===== src/rtl/hts_defs.svh =====
// Purpose: constants of the hall threshold self-calibration block
// Assumes: 10-bit field samples, 20 MHz clk
// Notes: all offsets, CTRL fields, resets and timing counts live here
`ifndef HTS_DEFS_SVH
`define HTS_DEFS_SVH

// ----------------------------------------------------------------
// clock and timing
// ----------------------------------------------------------------
`define HTS_CLK_HZ 20000000
`define HTS_WDOG_S 12
`define HTS_WDOG_CYCLES (`HTS_WDOG_S * `HTS_CLK_HZ)

// ----------------------------------------------------------------
// field scale and algorithm figures
// ----------------------------------------------------------------
`define HTS_UT_PER_LSB 500
`define HTS_STEP_MT 15
`define HTS_STEP_LSB (`HTS_STEP_MT * 1000 / `HTS_UT_PER_LSB)
`define HTS_HYST_LSB 10'h004
`define HTS_DNC_LSB 10'h008
`define HTS_PHASE_SW 6'h10
`define HTS_WINDOW_SW 6'h20
`define HTS_SIGN_RUN 3'h4
`define HTS_EXT_LIMIT 3'h4
`define HTS_K0_HALF 8'h80

// ----------------------------------------------------------------
// register map (byte addresses)
// ----------------------------------------------------------------
`define HTS_ADDR_CTRL 4'h0
`define HTS_ADDR_STATUS 4'h4
`define HTS_CTRL_TPO_LSB 0
`define HTS_CTRL_PROG_BIT 10
`define HTS_CTRL_INV_BIT 11
`define HTS_CTRL_K0_LSB 12
`define HTS_CTRL_ACT_LSB 20
`define HTS_K0_RESET 8'hb6
`define HTS_ACT_RESET 4'h2

`endif


===== src/rtl/hts_pkg.sv =====
// Purpose: types of the hall threshold self-calibration block
// Assumes: nothing beyond hts_defs.svh
// Notes: whole state of the top is one packed struct
package hts_pkg;

  typedef enum logic [1:0] {
    HTS_INIT = 2'b00,
    HTS_PRECAL = 2'b01,
    HTS_CAL = 2'b10
  } hts_mode_type;

  typedef struct packed {
    hts_mode_type mode;
    logic sar_busy;
    logic [3:0] sar_bit;
    logic [9:0] sar_val;
    logic [9:0] thr;
    logic out_low;
    logic above;
    logic armed;
    logic rising;
    logic [9:0] run_max;
    logic [9:0] run_min;
    logic [9:0] last_max;
    logic [9:0] last_min;
    logic have_max;
    logic have_min;
    logic [9:0] hi_max;
    logic [9:0] lo_min;
    logic pend;
    logic signed [11:0] pend_delta;
    logic single_done;
    logic [5:0] sw_count;
    logic [2:0] sign_cnt;
    logic sign_pos;
    logic [27:0] wdog;
    logic [2:0] ext_cnt;
    logic [9:0] prev_f;
    logic [9:0] power_on_threshold;
    logic programmed;
    logic invert;
    logic [7:0] k0;
    logic [3:0] act;
    logic ack;
    logic [31:0] readdata;
  } hts_state_type;

endpackage


===== src/rtl/hts_threshold_cal.sv =====
// Purpose: mode sequencing and threshold self-calibration of a hall tooth/notch sensor
// Assumes: field_sample is an unsigned 10-bit code, new value flagged by sample_valid
// Notes: avalon-mm slave with one wait state; open-drain output as q_out/q_oe_n
//
// The address map and the Avalon-MM register port are this design's own decisions.
`include "hts_defs.svh"

module hts_threshold_cal
  import hts_pkg::*;
#(
  parameter int WDOG_CYCLES = `HTS_WDOG_CYCLES
) (
  input wire logic clk,
  input wire logic reset_n,
  input wire logic [9:0] field_sample,
  input wire logic sample_valid,
  input wire logic [3:0] address,
  input wire logic read,
  input wire logic write,
  input wire logic [31:0] writedata,
  output logic [31:0] readdata,
  output logic waitrequest,
  output logic q_out,
  output logic q_oe_n
);

  // ----------------------------------------------------------------
  // helpers
  // ----------------------------------------------------------------
  localparam logic signed [11:0] STEP = 12'(`HTS_STEP_LSB);
  localparam logic [27:0] WDOG_LAST = 28'(WDOG_CYCLES - 1);

  function automatic logic [9:0] target(input logic [9:0] mx, input logic [9:0] mn,
                                        input logic [7:0] k);
    logic [17:0] prod;
    prod = (mx >= mn) ? (18'(mx - mn) * 18'(k)) : 18'h00000;
    return mn + prod[17:8];
  endfunction

  function automatic logic signed [11:0] clamp_step(input logic signed [11:0] d);
    if (d > STEP) begin
      return STEP;
    end else if (d < -STEP) begin
      return -STEP;
    end
    return d;
  endfunction

  hts_state_type s;
  hts_state_type next_s;
  logic toggled;
  logic ext_ev;
  logic reinit;

  // ----------------------------------------------------------------
  // next state
  // ----------------------------------------------------------------
  always_comb begin
    logic [9:0] f;
    logic [9:0] trial;
    logic [10:0] up_lvl;
    logic [10:0] dn_lvl;
    logic [7:0] k;
    logic [9:0] tgt;
    logic signed [11:0] d;
    logic hidden;
    logic new_max;
    logic new_min;
    f = field_sample;
    trial = 10'h000;
    up_lvl = 11'(s.thr) + 11'(`HTS_HYST_LSB);
    dn_lvl = 11'(s.thr) - 11'(`HTS_HYST_LSB);
    k = s.programmed ? s.k0 : `HTS_K0_HALF;
    tgt = 10'h000;
    d = 12'sh000;
    hidden = (s.mode == HTS_CAL) || (s.programmed && s.mode == HTS_PRECAL);
    new_max = 1'b0;
    new_min = 1'b0;
    next_s = s;
    toggled = 1'b0;
    ext_ev = 1'b0;
    reinit = 1'b0;

    // avalon slave: one wait state, answer on second cycle
    next_s.ack = 1'b0;
    if ((read || write) && !s.ack) begin
      next_s.ack = 1'b1;
      unique case (address)
        `HTS_ADDR_CTRL: next_s.readdata = {8'h00, s.act, s.k0, s.invert, s.programmed, s.power_on_threshold};
        `HTS_ADDR_STATUS: next_s.readdata = {6'h00, s.thr, 2'b00, s.sw_count, 3'b000,
                                             s.sar_busy, s.out_low, 1'b0, s.mode};
        default: next_s.readdata = 32'h00000000;
      endcase
    end
    // one-time programmable: locked once the programmed bit is set
    if (write && s.ack && address == `HTS_ADDR_CTRL && !s.programmed) begin
      next_s.power_on_threshold = writedata[`HTS_CTRL_TPO_LSB +: 10];
      next_s.programmed = writedata[`HTS_CTRL_PROG_BIT];
      next_s.invert = writedata[`HTS_CTRL_INV_BIT];
      next_s.k0 = writedata[`HTS_CTRL_K0_LSB +: 8];
      next_s.act = writedata[`HTS_CTRL_ACT_LSB +: 4];
      reinit = writedata[`HTS_CTRL_PROG_BIT];
    end

    if (sample_valid) begin
      next_s.prev_f = f;
      if (s.sar_busy) begin
        // auto_search_mode: output held high until the search ends
        trial = s.sar_val | (10'h001 << s.sar_bit);
        if (f >= trial) begin
          next_s.sar_val = trial;
        end
        if (s.sar_bit == 4'h0) begin
          next_s.sar_busy = 1'b0;
          next_s.thr = (f >= trial) ? trial : s.sar_val;
          next_s.above = 1'b0;
        end else begin
          next_s.sar_bit = s.sar_bit - 4'h1;
        end
        next_s.out_low = 1'b0;
      end else begin
        // ----- output comparator
        if (hidden) begin
          // switch exactly at thr, re-armed by either hysteresis level
          if (s.armed && s.above && f < s.thr) begin
            next_s.above = 1'b0;
            next_s.armed = 1'b0;
          end else if (s.armed && !s.above && f > s.thr) begin
            next_s.above = 1'b1;
            next_s.armed = 1'b0;
          end else if (11'(f) > up_lvl || 11'(f) < dn_lvl) begin
            next_s.armed = 1'b1;
          end
        end else begin
          if (!s.above && 11'(f) > up_lvl) begin
            next_s.above = 1'b1;
          end else if (s.above && 11'(f) < dn_lvl) begin
            next_s.above = 1'b0;
          end
        end
        next_s.out_low = next_s.above ^ s.invert;
        toggled = next_s.out_low != s.out_low;

        // ----- valid_extremum_detect: extreme confirmed by retreat
        if (s.rising) begin
          if (f > s.run_max) begin
            next_s.run_max = f;
          end else if (11'(f) + 11'(`HTS_DNC_LSB) < 11'(s.run_max)) begin
            new_max = 1'b1;
            next_s.last_max = s.run_max;
            next_s.have_max = 1'b1;
            next_s.rising = 1'b0;
            next_s.run_min = f;
          end
        end else begin
          if (f < s.run_min) begin
            next_s.run_min = f;
          end else if (11'(f) > 11'(s.run_min) + 11'(`HTS_DNC_LSB)) begin
            new_min = 1'b1;
            next_s.last_min = s.run_min;
            next_s.have_min = 1'b1;
            next_s.rising = 1'b1;
            next_s.run_max = f;
          end
        end
        ext_ev = new_max || new_min;
        if (new_max && s.run_max > s.hi_max) begin
          next_s.hi_max = s.run_max;
        end
        if (new_min && s.run_min < s.lo_min) begin
          next_s.lo_min = s.run_min;
        end

        // ----- release offset only on the matching field edge
        // released ahead of the pair logic, so a fresh pair in this sample still lands
        if (s.pend && s.mode == HTS_PRECAL) begin
          if (s.pend_delta > 0 && f > s.prev_f) begin
            next_s.thr = 10'(12'(s.thr) + s.pend_delta);
            next_s.pend = 1'b0;
          end else if (s.pend_delta < 0 && f < s.prev_f) begin
            next_s.thr = 10'(12'(s.thr) + s.pend_delta);
            next_s.pend = 1'b0;
          end else if (s.pend_delta == 0) begin
            next_s.pend = 1'b0;
          end
        end

        // ----- precalibration on each min/max pair below 16 switches, then once on the window extremes; runs without switching too
        if (ext_ev && next_s.have_max && next_s.have_min && s.mode != HTS_CAL) begin
          if (s.mode == HTS_INIT) begin
            next_s.mode = HTS_PRECAL;
            next_s.sw_count = 6'h00;
          end
          if (s.mode == HTS_INIT || s.sw_count < `HTS_PHASE_SW) begin
            tgt = target(next_s.last_max, next_s.last_min, k);
            next_s.pend_delta = clamp_step(12'(tgt) - 12'(s.thr));
            next_s.pend = 1'b1;
          end else if (!s.single_done) begin
            tgt = target(next_s.hi_max, next_s.lo_min, k);
            next_s.pend_delta = clamp_step(12'(tgt) - 12'(s.thr));
            next_s.pend = 1'b1;
            next_s.single_done = 1'b1;
          end
        end

        // ----- switching events
        if (toggled && s.mode != HTS_INIT) begin
          next_s.sw_count = s.sw_count + 6'h01;
          if (s.sw_count + 6'h01 == `HTS_WINDOW_SW) begin
            next_s.sw_count = 6'h00;
            next_s.hi_max = 10'h000;
            next_s.lo_min = 10'h3ff;
            next_s.pend = 1'b0;
            if (s.mode == HTS_PRECAL) begin
              next_s.mode = HTS_CAL;
              next_s.sign_cnt = 3'h0;
            end else begin
              tgt = target(next_s.hi_max == 10'h000 ? s.hi_max : next_s.hi_max,
                           s.lo_min, k);
              d = 12'(tgt) - 12'(s.thr);
              if (d > $signed({8'h00, s.act}) || d < -$signed({8'h00, s.act})) begin
                if (s.sign_cnt != 3'h0 && s.sign_pos == (d > 0)) begin
                  next_s.sign_cnt = (s.sign_cnt == `HTS_SIGN_RUN) ? s.sign_cnt
                                                                  : s.sign_cnt + 3'h1;
                end else begin
                  next_s.sign_cnt = 3'h1;
                  next_s.sign_pos = d > 0;
                end
                if (next_s.sign_cnt == `HTS_SIGN_RUN) begin
                  next_s.thr = (d > 0) ? s.thr + 10'h001 : s.thr - 10'h001;
                end
              end
            end
          end
        end

        // ----- plausibility: extremes seen but output silent
        if (toggled) begin
          next_s.ext_cnt = 3'h0;
        end else if (ext_ev && s.mode == HTS_CAL) begin
          next_s.ext_cnt = s.ext_cnt + 3'h1;
          if (s.ext_cnt + 3'h1 == `HTS_EXT_LIMIT) begin
            reinit = 1'b1;
          end
        end
      end
    end

    // ----- watchdog
    if (toggled) begin
      next_s.wdog = 28'h0000000;
    end else if (s.wdog == WDOG_LAST) begin
      reinit = 1'b1;
    end else begin
      next_s.wdog = s.wdog + 28'h0000001;
    end

    // programmed part keeps its output level over re-init; a new search holds it high
    if (reinit) begin
      next_s.mode = HTS_INIT;
      next_s.sw_count = 6'h00;
      next_s.pend = 1'b0;
      next_s.single_done = 1'b0;
      next_s.sign_cnt = 3'h0;
      next_s.ext_cnt = 3'h0;
      next_s.wdog = 28'h0000000;
      next_s.have_max = 1'b0;
      next_s.have_min = 1'b0;
      next_s.hi_max = 10'h000;
      next_s.lo_min = 10'h3ff;
      next_s.armed = 1'b1;
      next_s.thr = next_s.programmed ? next_s.power_on_threshold : s.thr;
      next_s.sar_busy = !next_s.programmed;
      if (!next_s.programmed) begin
        next_s.out_low = 1'b0;
      end
      next_s.sar_bit = 4'h9;
      next_s.sar_val = 10'h000;
    end
  end

  // ----------------------------------------------------------------
  // state register
  // ----------------------------------------------------------------
  always_ff @(posedge clk) begin
    if (!reset_n) begin
      s <= '0;
      s.mode <= HTS_INIT;
      s.sar_busy <= 1'b1;
      s.sar_bit <= 4'h9;
      s.lo_min <= 10'h3ff;
      s.run_min <= 10'h3ff;
      s.rising <= 1'b1;
      s.armed <= 1'b1;
      s.k0 <= `HTS_K0_RESET;
      s.act <= `HTS_ACT_RESET;
    end else begin
      s <= next_s;
    end
  end

  assign readdata = s.readdata;
  assign waitrequest = (read || write) && !s.ack;
  assign q_out = 1'b0;
  assign q_oe_n = !s.out_low;

  // ----------------------------------------------------------------
  // checks
  // ----------------------------------------------------------------
  AST_SAR_HIGH: assert property (@(posedge clk) disable iff (!reset_n)
    s.sar_busy |-> q_oe_n) else $error("output not high during search");

  AST_WDOG: assert property (@(posedge clk) disable iff (!reset_n)
    (s.wdog == WDOG_LAST && !toggled) |=> (s.mode == HTS_INIT && s.wdog == 28'h0000000))
    else $error("watchdog expiry did not re-init");

  AST_CAL_STEP: assert property (@(posedge clk) disable iff (!reset_n)
    (s.mode == HTS_CAL && !reinit) |=> (s.thr == $past(s.thr) ||
      s.thr == $past(s.thr) + 10'h001 || s.thr + 10'h001 == $past(s.thr)))
    else $error("calibrated step above one lsb");

  AST_PRE_EDGE: assert property (@(posedge clk) disable iff (!reset_n)
    (s.mode == HTS_PRECAL && next_s.mode == HTS_PRECAL && next_s.thr > s.thr)
      |-> (sample_valid && field_sample > s.prev_f))
    else $error("positive update off rising edge");

  AST_PRE_CLAMP: assert property (@(posedge clk) disable iff (!reset_n)
    (s.mode == HTS_PRECAL && !reinit) |=>
      (((s.thr >= $past(s.thr)) ? (s.thr - $past(s.thr)) : ($past(s.thr) - s.thr))
        <= 10'(`HTS_STEP_LSB)))
    else $error("precalibrated step too large");

  AST_POLARITY: assert property (@(posedge clk) disable iff (!reset_n)
    (sample_valid && !s.sar_busy && s.mode == HTS_INIT && !s.invert && !reinit &&
     11'(field_sample) > 11'(s.thr) + 11'(`HTS_HYST_LSB)) |=> !q_oe_n)
    else $error("tooth did not drive output low");

  AST_TO_CAL: assert property (@(posedge clk) disable iff (!reset_n)
    (s.mode == HTS_PRECAL && toggled && s.sw_count == 6'h1f && !reinit) |=> s.mode == HTS_CAL)
    else $error("no calibrated mode after 32 switches");

  AST_EXT_RESET: assert property (@(posedge clk) disable iff (!reset_n)
    (s.mode == HTS_CAL && ext_ev && !toggled && s.ext_cnt == 3'h3) |=> s.mode == HTS_INIT)
    else $error("silent extremes did not re-init");

  AST_BUS_WAIT: assert property (@(posedge clk) disable iff (!reset_n)
    ((read || write) && !waitrequest) |=> (waitrequest || !(read || write)))
    else $error("waitrequest not reasserted after answer");

endmodule


===== config.mk =====
export PLATFORM = sky130hd
export DESIGN_NAME = hts_threshold_cal
export DESIGN_NICKNAME = d
export VERILOG_FILES = /design/src/rtl/hts_pkg.sv /design/src/rtl/hts_threshold_cal.sv
export VERILOG_INCLUDE_DIRS = /design/src /design/src/rtl
export SDC_FILE = /design/constraint.sdc
export NUM_CORES = 2
export LEC_CHECK = 0
export ABC_CLOCK_PERIOD_IN_PS = 20300
export BUFFER_PORTS_ARGS = -buffer_cell sky130_fd_sc_hd__buf_2
export CORE_MARGIN = 2
export CORE_UTILIZATION = 65
export CTS_CLUSTER_DIAMETER = 150
export DETAILED_ROUTE_END_ITERATION = 10
export PLACE_DENSITY_LB_ADDON = 0.05
export SETUP_SLACK_MARGIN = 0.02
export SLEW_MARGIN = 15
export SYNTH_ARGS = -nofsm -noshare
export SYNTH_HDL_FRONTEND = slang
export SYNTH_SLANG_ARGS = --single-unit

===== constraint.sdc =====
create_clock -name clk -period 20.3 [get_ports clk]
set_input_delay 2.03 -clock clk [delete_from_list [all_inputs] [get_ports clk]]
set_output_delay 2.03 -clock clk [all_outputs]
set_load 0.01 [all_outputs]

# Word level (Yosys, flattened, before mapping)
# Index checks and enable logic that the tools add are counted.
# word_totals
ff_bits	215
latch_bits	0
ramBits	0
rom_bits	0
input_bits	51
output_inout_bits	35
elab_cells	319
memories	0
# op_classes
n_addsub	22
multipliers	3
n_div	0
magnitude_cmp	26
eq_ne	19
shifts	1
mux	144
bitwise	8
n_reduce_logical	63
# op_table
op	n
two-way mux 10 bit	30
two-way mux 115 bit	1
two-way mux 88 bit	1
two-way mux 12 bit	7
two-way mux 1 bit	66
subtractor 10 x 10 -> 11 bit	6
two-way mux 21 bit	3
two-way mux 20 bit	3
multiplier 11 x 9 -> 18 bit	3
two-way mux 18 bit	3
case mux 26 bit (2 select lines)	1
adder 10 bit	4
greater-or-equal comparator 10 bit	4
greater-than comparator 10 bit	4
< comparator 10 bit	4
two-way mux 3 bit	11
two-way mux 33 bit	1
zero test 32 bit	1
adder 28 x 1 -> 28 bit, second input constant	1
equality test 28 bit, second input constant	1
two-way mux 26 bit	1
two-way mux 24 bit	1
adder 10 x 4 -> 11 bit, second input constant	2
greater-than comparator 10 x 11 -> 1 bit	2
other kinds (54)	125

# Longest topological paths before layout
# logic_depth
ltp_word	34
mapped_depth	61
mapped_depth_nobuf	59

# Worst setup path before layout
# No wires, ideal clock.
# synth_path
kind	input -> register
from	input port field_sample[5]
to	register s[110] in the netlist's numbering
setup_time_ns	0.133
arrival_time_ns	12.992
required_time_ns	20.167
path_slack_ns	7.175
path_stages	58
path_buffers	2
path_cell_list	clkbuf_1 nand3_1 nor2_1 xor2_1 ha_1 nand3_1 and4b_1 o21a_1 and2_1 nand3_1 clkbuf_1 nand2_1 o21ai_0 ha_1 inv_1 nor2_1 a2111o_1 a311oi_4 [... 22 more ...] ha_1 a21o_2 a21oi_1 maj3_1 o31ai_1 xor2_1 ha_1 a21boi_0 o21ai_0 nand2b_1 xor2_1 nand3_1 o31ai_1 o21ai_0 nor2_1 o21ai_0 o311ai_0 a21oi_1
# synth_between
elab_chain_cells	27
word_cells_on_any_way	83
cone_classes	7 x add/sub; 2 x mul; 10 x order compare; 57 x mux; 7 x reduce/logical
# synth_lines
item	line	source
from (decl)	hts_threshold_cal.sv:15	input wire logic [9:0] field_sample,
adder 10 x 4 -> 11 bit	hts_threshold_cal.sv:148	end else if (11'(f) + 11'(`HTS_DNC_LSB) < 11'(s.run_max)) begin
< comparator 11 x 10 -> 1 bit	hts_threshold_cal.sv:148	
two-way mux 1 bit	hts_threshold_cal.sv:148	
two-way mux 1 bit	hts_threshold_cal.sv:146	if (f > s.run_max) begin
two-way mux 1 bit	hts_threshold_cal.sv:145	if (s.rising) begin
two-way mux 1 bit	hts_threshold_cal.sv:107	if (s.sar_busy) begin
two-way mux 1 bit	hts_threshold_cal.sv:105	if (sample_valid) begin
logical AND 1 bit	hts_threshold_cal.sv:167	if (new_max && s.run_max > s.hi_max) begin
[... 11 more ...]	-	
two-way mux 1 bit	hts_threshold_cal.sv:198	end else if (!s.single_done) begin
two-way mux 1 bit	hts_threshold_cal.sv:194	if (s.mode == HTS_INIT || s.sw_count < `HTS_PHASE_SW) begin
two-way mux 1 bit	hts_threshold_cal.sv:189	if (ext_ev && next_s.have_max && next_s.have_min && s.mode != HTS_CAL) begin
two-way mux 1 bit	hts_threshold_cal.sv:107	
two-way mux 1 bit	hts_threshold_cal.sv:105	
two-way mux 12 bit	hts_threshold_cal.sv:46	return d;
two-way mux 14 bit	hts_threshold_cal.sv:198	
two-way mux 13 bit	hts_threshold_cal.sv:194	
to (signal assigned)	hts_threshold_cal.sv:298	s <= next_s;
to (decl)	hts_threshold_cal.sv:49	hts_state_type s;
# Parallel ways exist; a longest one is shown, timed or not. The select of a mux whose other input is x is not followed.
# A chain may end at the register's enable or synchronous reset.

# Worst setup path after layout
# layout_path
from	input port field_sample[4]
to	register s[111] in the netlist's numbering
# Same word-level chain as after synthesis.

==> results.ini <==
[status]
outcome=completed

[global_route]
grtUsageTotal_pct=34.88
grt_pass1_vias=22172
grt_overflow=0
grt_pass1_wl_mm=115.3
antenna_found_initial=0
grt_max_degree=67

[synthesis]
avgSynthCellArea_um2=7.937
synthCells=3263
yosysSeqAreaShare_pct=16.08
synth_flop_cell=dfxtp_1
synth.distinct_cells=86
ys_async_sr_fraction_pct=0
netlist_area_um2=25900
synth_edf_count=0
ys_ff_latch=208
ys_warn_count=0

[routing]
ant_nets=0
route.detailed.drc=0
drtPass1Iterations=6
vias=22741
avgRoutedWirePerCell_um=18.88
routed_wl_mm=71.50
drt-initial-drc-count=1739
viasPerCell=6.007

[cts]
postCtsSetupRepairBufs=0
cts_tree=yes
cts_buffers=24
clk_pin_slew_ns=0.06
post_cts_resized=0
htree_levels=1
clockRootBuffer=clkbuf_16
cts_buffer_depth=3
hold_buffers=0
clk_latency_ns=0.55
numClockSinks=208

[placement]
dpl-instance-area_um2=26460
gp_congestion=0.9681
io_buffers=70
dp_hpwl_mm=56.49
dp_worst_setup_slack_ns=4.816

[pwr]
p_total_uw=989.6
power.leakage_uw=0.01306
powerDensity_nw_per_um2=36.30
irDropWorstVdd_uv=51.88
swShare_pct=27.21
p_int_uw=720.3
p_switching_uw=269.3
p_clk_share_pct=45.2
p_seq_share_pct=42.7
p_comb_share_pct=12.1

[timing]
rsz0062_at_grt=no
skew_ns=0.01793
worst_pin_slew_ns=1.119
setup_tns_ns=0
setup_ws_ns=4.854
finalHoldViolCount=0
finalSetupViolations=0
period_minus_slack_ns=15.45
fin_crit_sh_pct=76.09
slew_viol_final=0
fmax_mhz=64.74
max-slew-margin-rel_pct=24.48

[cells_and_area]
finalInstanceArea_um2=27260
n_fill_cell=3355
area_growth_syn_to_layout_pct=5.266
drive_gt1_share_pct=5.612
fin_nets=3827
diodes=0
final_cell_mix=inv_1, nor2_1, nand2_1, ha_1, dfxtp_1
final_common_cell=inv_1
multiInputGateArea_um2=19490
regArea_um2=4164

[floorplan]
core_area_um2=39550
ios=86
die_x_um=203.6
die_y_um=203.6
initial_core_util_pct=65.48
row_count=73
die_area_um2=41460

[flow_run]
cap_viol_max_count=0

[hold_path]
min_path_type=reg2reg
hp-start=s[144]

[critical_path]
cp_slowest_cell=o311ai_0
r2r_start=s[169]
cp_max_fo=15
crit_arrival_ns=15.86
crit_path_max_incr_delay_ns=0.97
path_common_cell=ha_1
critPathKind=in2reg
endpoint_kind=flip-flop
critPathRequiredTime_ns=20.71
startpoint=field_sample[4]
cp-start-kind=input port

-- per-layer routing --
metal | global-route usage, % | routed length [µm]
met1 | 49.09 | 31560
met2 | 56.83 | 32920
met3 | 4.027 | 5005
met4 | 9.567 | 2007
met5 | 0 | 0
-- cells in the mapped netlist (6+ instances only) --
cell type	instances	area share, %
a21boi_0	15	0.43
nand4_1	30	0.72
or3_1	9	0.22
a21o_1	61	1.8
nor4b_1	7	0.24
and2_1	36	0.87
buf_4	33	0.96
nor2_1	372	5.4
fa_1	207	16
inv_1	436	6.3
o211ai_1	29	0.84
a2bb2oi_1	6	0.20
a31oi_1	16	0.39
and3_1	27	0.65
a21oi_1	192	3.7
nand2b_1	23	0.56
nand3b_1	7	0.20
buf_1	6	0.087
nand3_1	56	1.1
mux2i_1	43	1.7
xor2_1	78	2.6
a211o_1	6	0.20
nor2b_1	45	1.1
dfxtp_1	208	16
ha_1	323	16
o21ai_0	94	1.8
o21a_1	25	0.72
nand2_1	356	5.2
a221oi_1	21	0.71
or2_2	8	0.19
a211oi_1	27	0.78
a22oi_1	6	0.17
o31ai_1	23	0.67
clkbuf_1	99	1.4
xnor2_1	120	4.1
nor3_1	56	1.1
nor4_1	15	0.36
o21bai_1	33	0.96
-- critical path, delay by kind of cell --
kind            cells  cell delay (ns)
compound gates     18             5.07
xor+xnor            5             1.08
fa+ha+maj          11             4.16
buf+inv             5             0.59
simple gates       16             2.91
-- cell families (layout without fill, tap and decap cells) --
group           after synthesis  after routing  synth area share [%]
compound gates              621            621                 15.87
xor+xnor                    199            199                 6.759
fa+ha+maj                   534            534                 31.77
buf+inv                     579            571                 8.909
flops                       208            208                 16.08
mux                          46             46                 1.792
other cells                   1              7               0.01448
simple gates               1075           1075                 18.81
-- power by group through the flow --
stage,clock network [µW],logic (µW),registers (µW)
final,448,119,423
after global routing,467,133,423
after CTS,451,118,422
after detailed placement,0,118,432
after global placement,0,113,431
after floorplan,0,87.2,430
-- registers in the layout, summed over array words and instances, names as in the netlist --
| signal | flops |
|---|---|
| readdata | 26 |
| s | 182 |
-- worst paths after layout --
kind | endpoint | slack [ns] | depth (start not counted)
max | s[111] | 4.85 | 55
min | s[144] | 0.45 | 2
max reg2reg | s[111] | 5.99 | 55
min reg2reg | s[144] | 0.45 | 2
-- area by class of cell --
class | instances | share of cell area, %
Multi-Input combinational cell | 2482 | 71.49
Sequential cell | 208 | 15.27
Inverter | 438 | 6.031
Clock buffer | 31 | 2.488
Tap cell | 525 | 2.410
Timing Repair Buffer | 92 | 1.891
Clock inverter | 10 | 0.4177
-- through the flow --
stage          utilization (%)  hold slack (ns)  instances
2_1_floorplan                -           0.4323       3269
3_3_place_gp             66.91           0.4349       3745
3_5_place_dp             66.91           0.4431       3745
4_1_cts                  68.91           0.4525       3786
5_1_grt                  68.93           0.4657       3786
6_report                 68.93           0.4546       3786
Note: power is estimated with default switching activity, not from simulation.
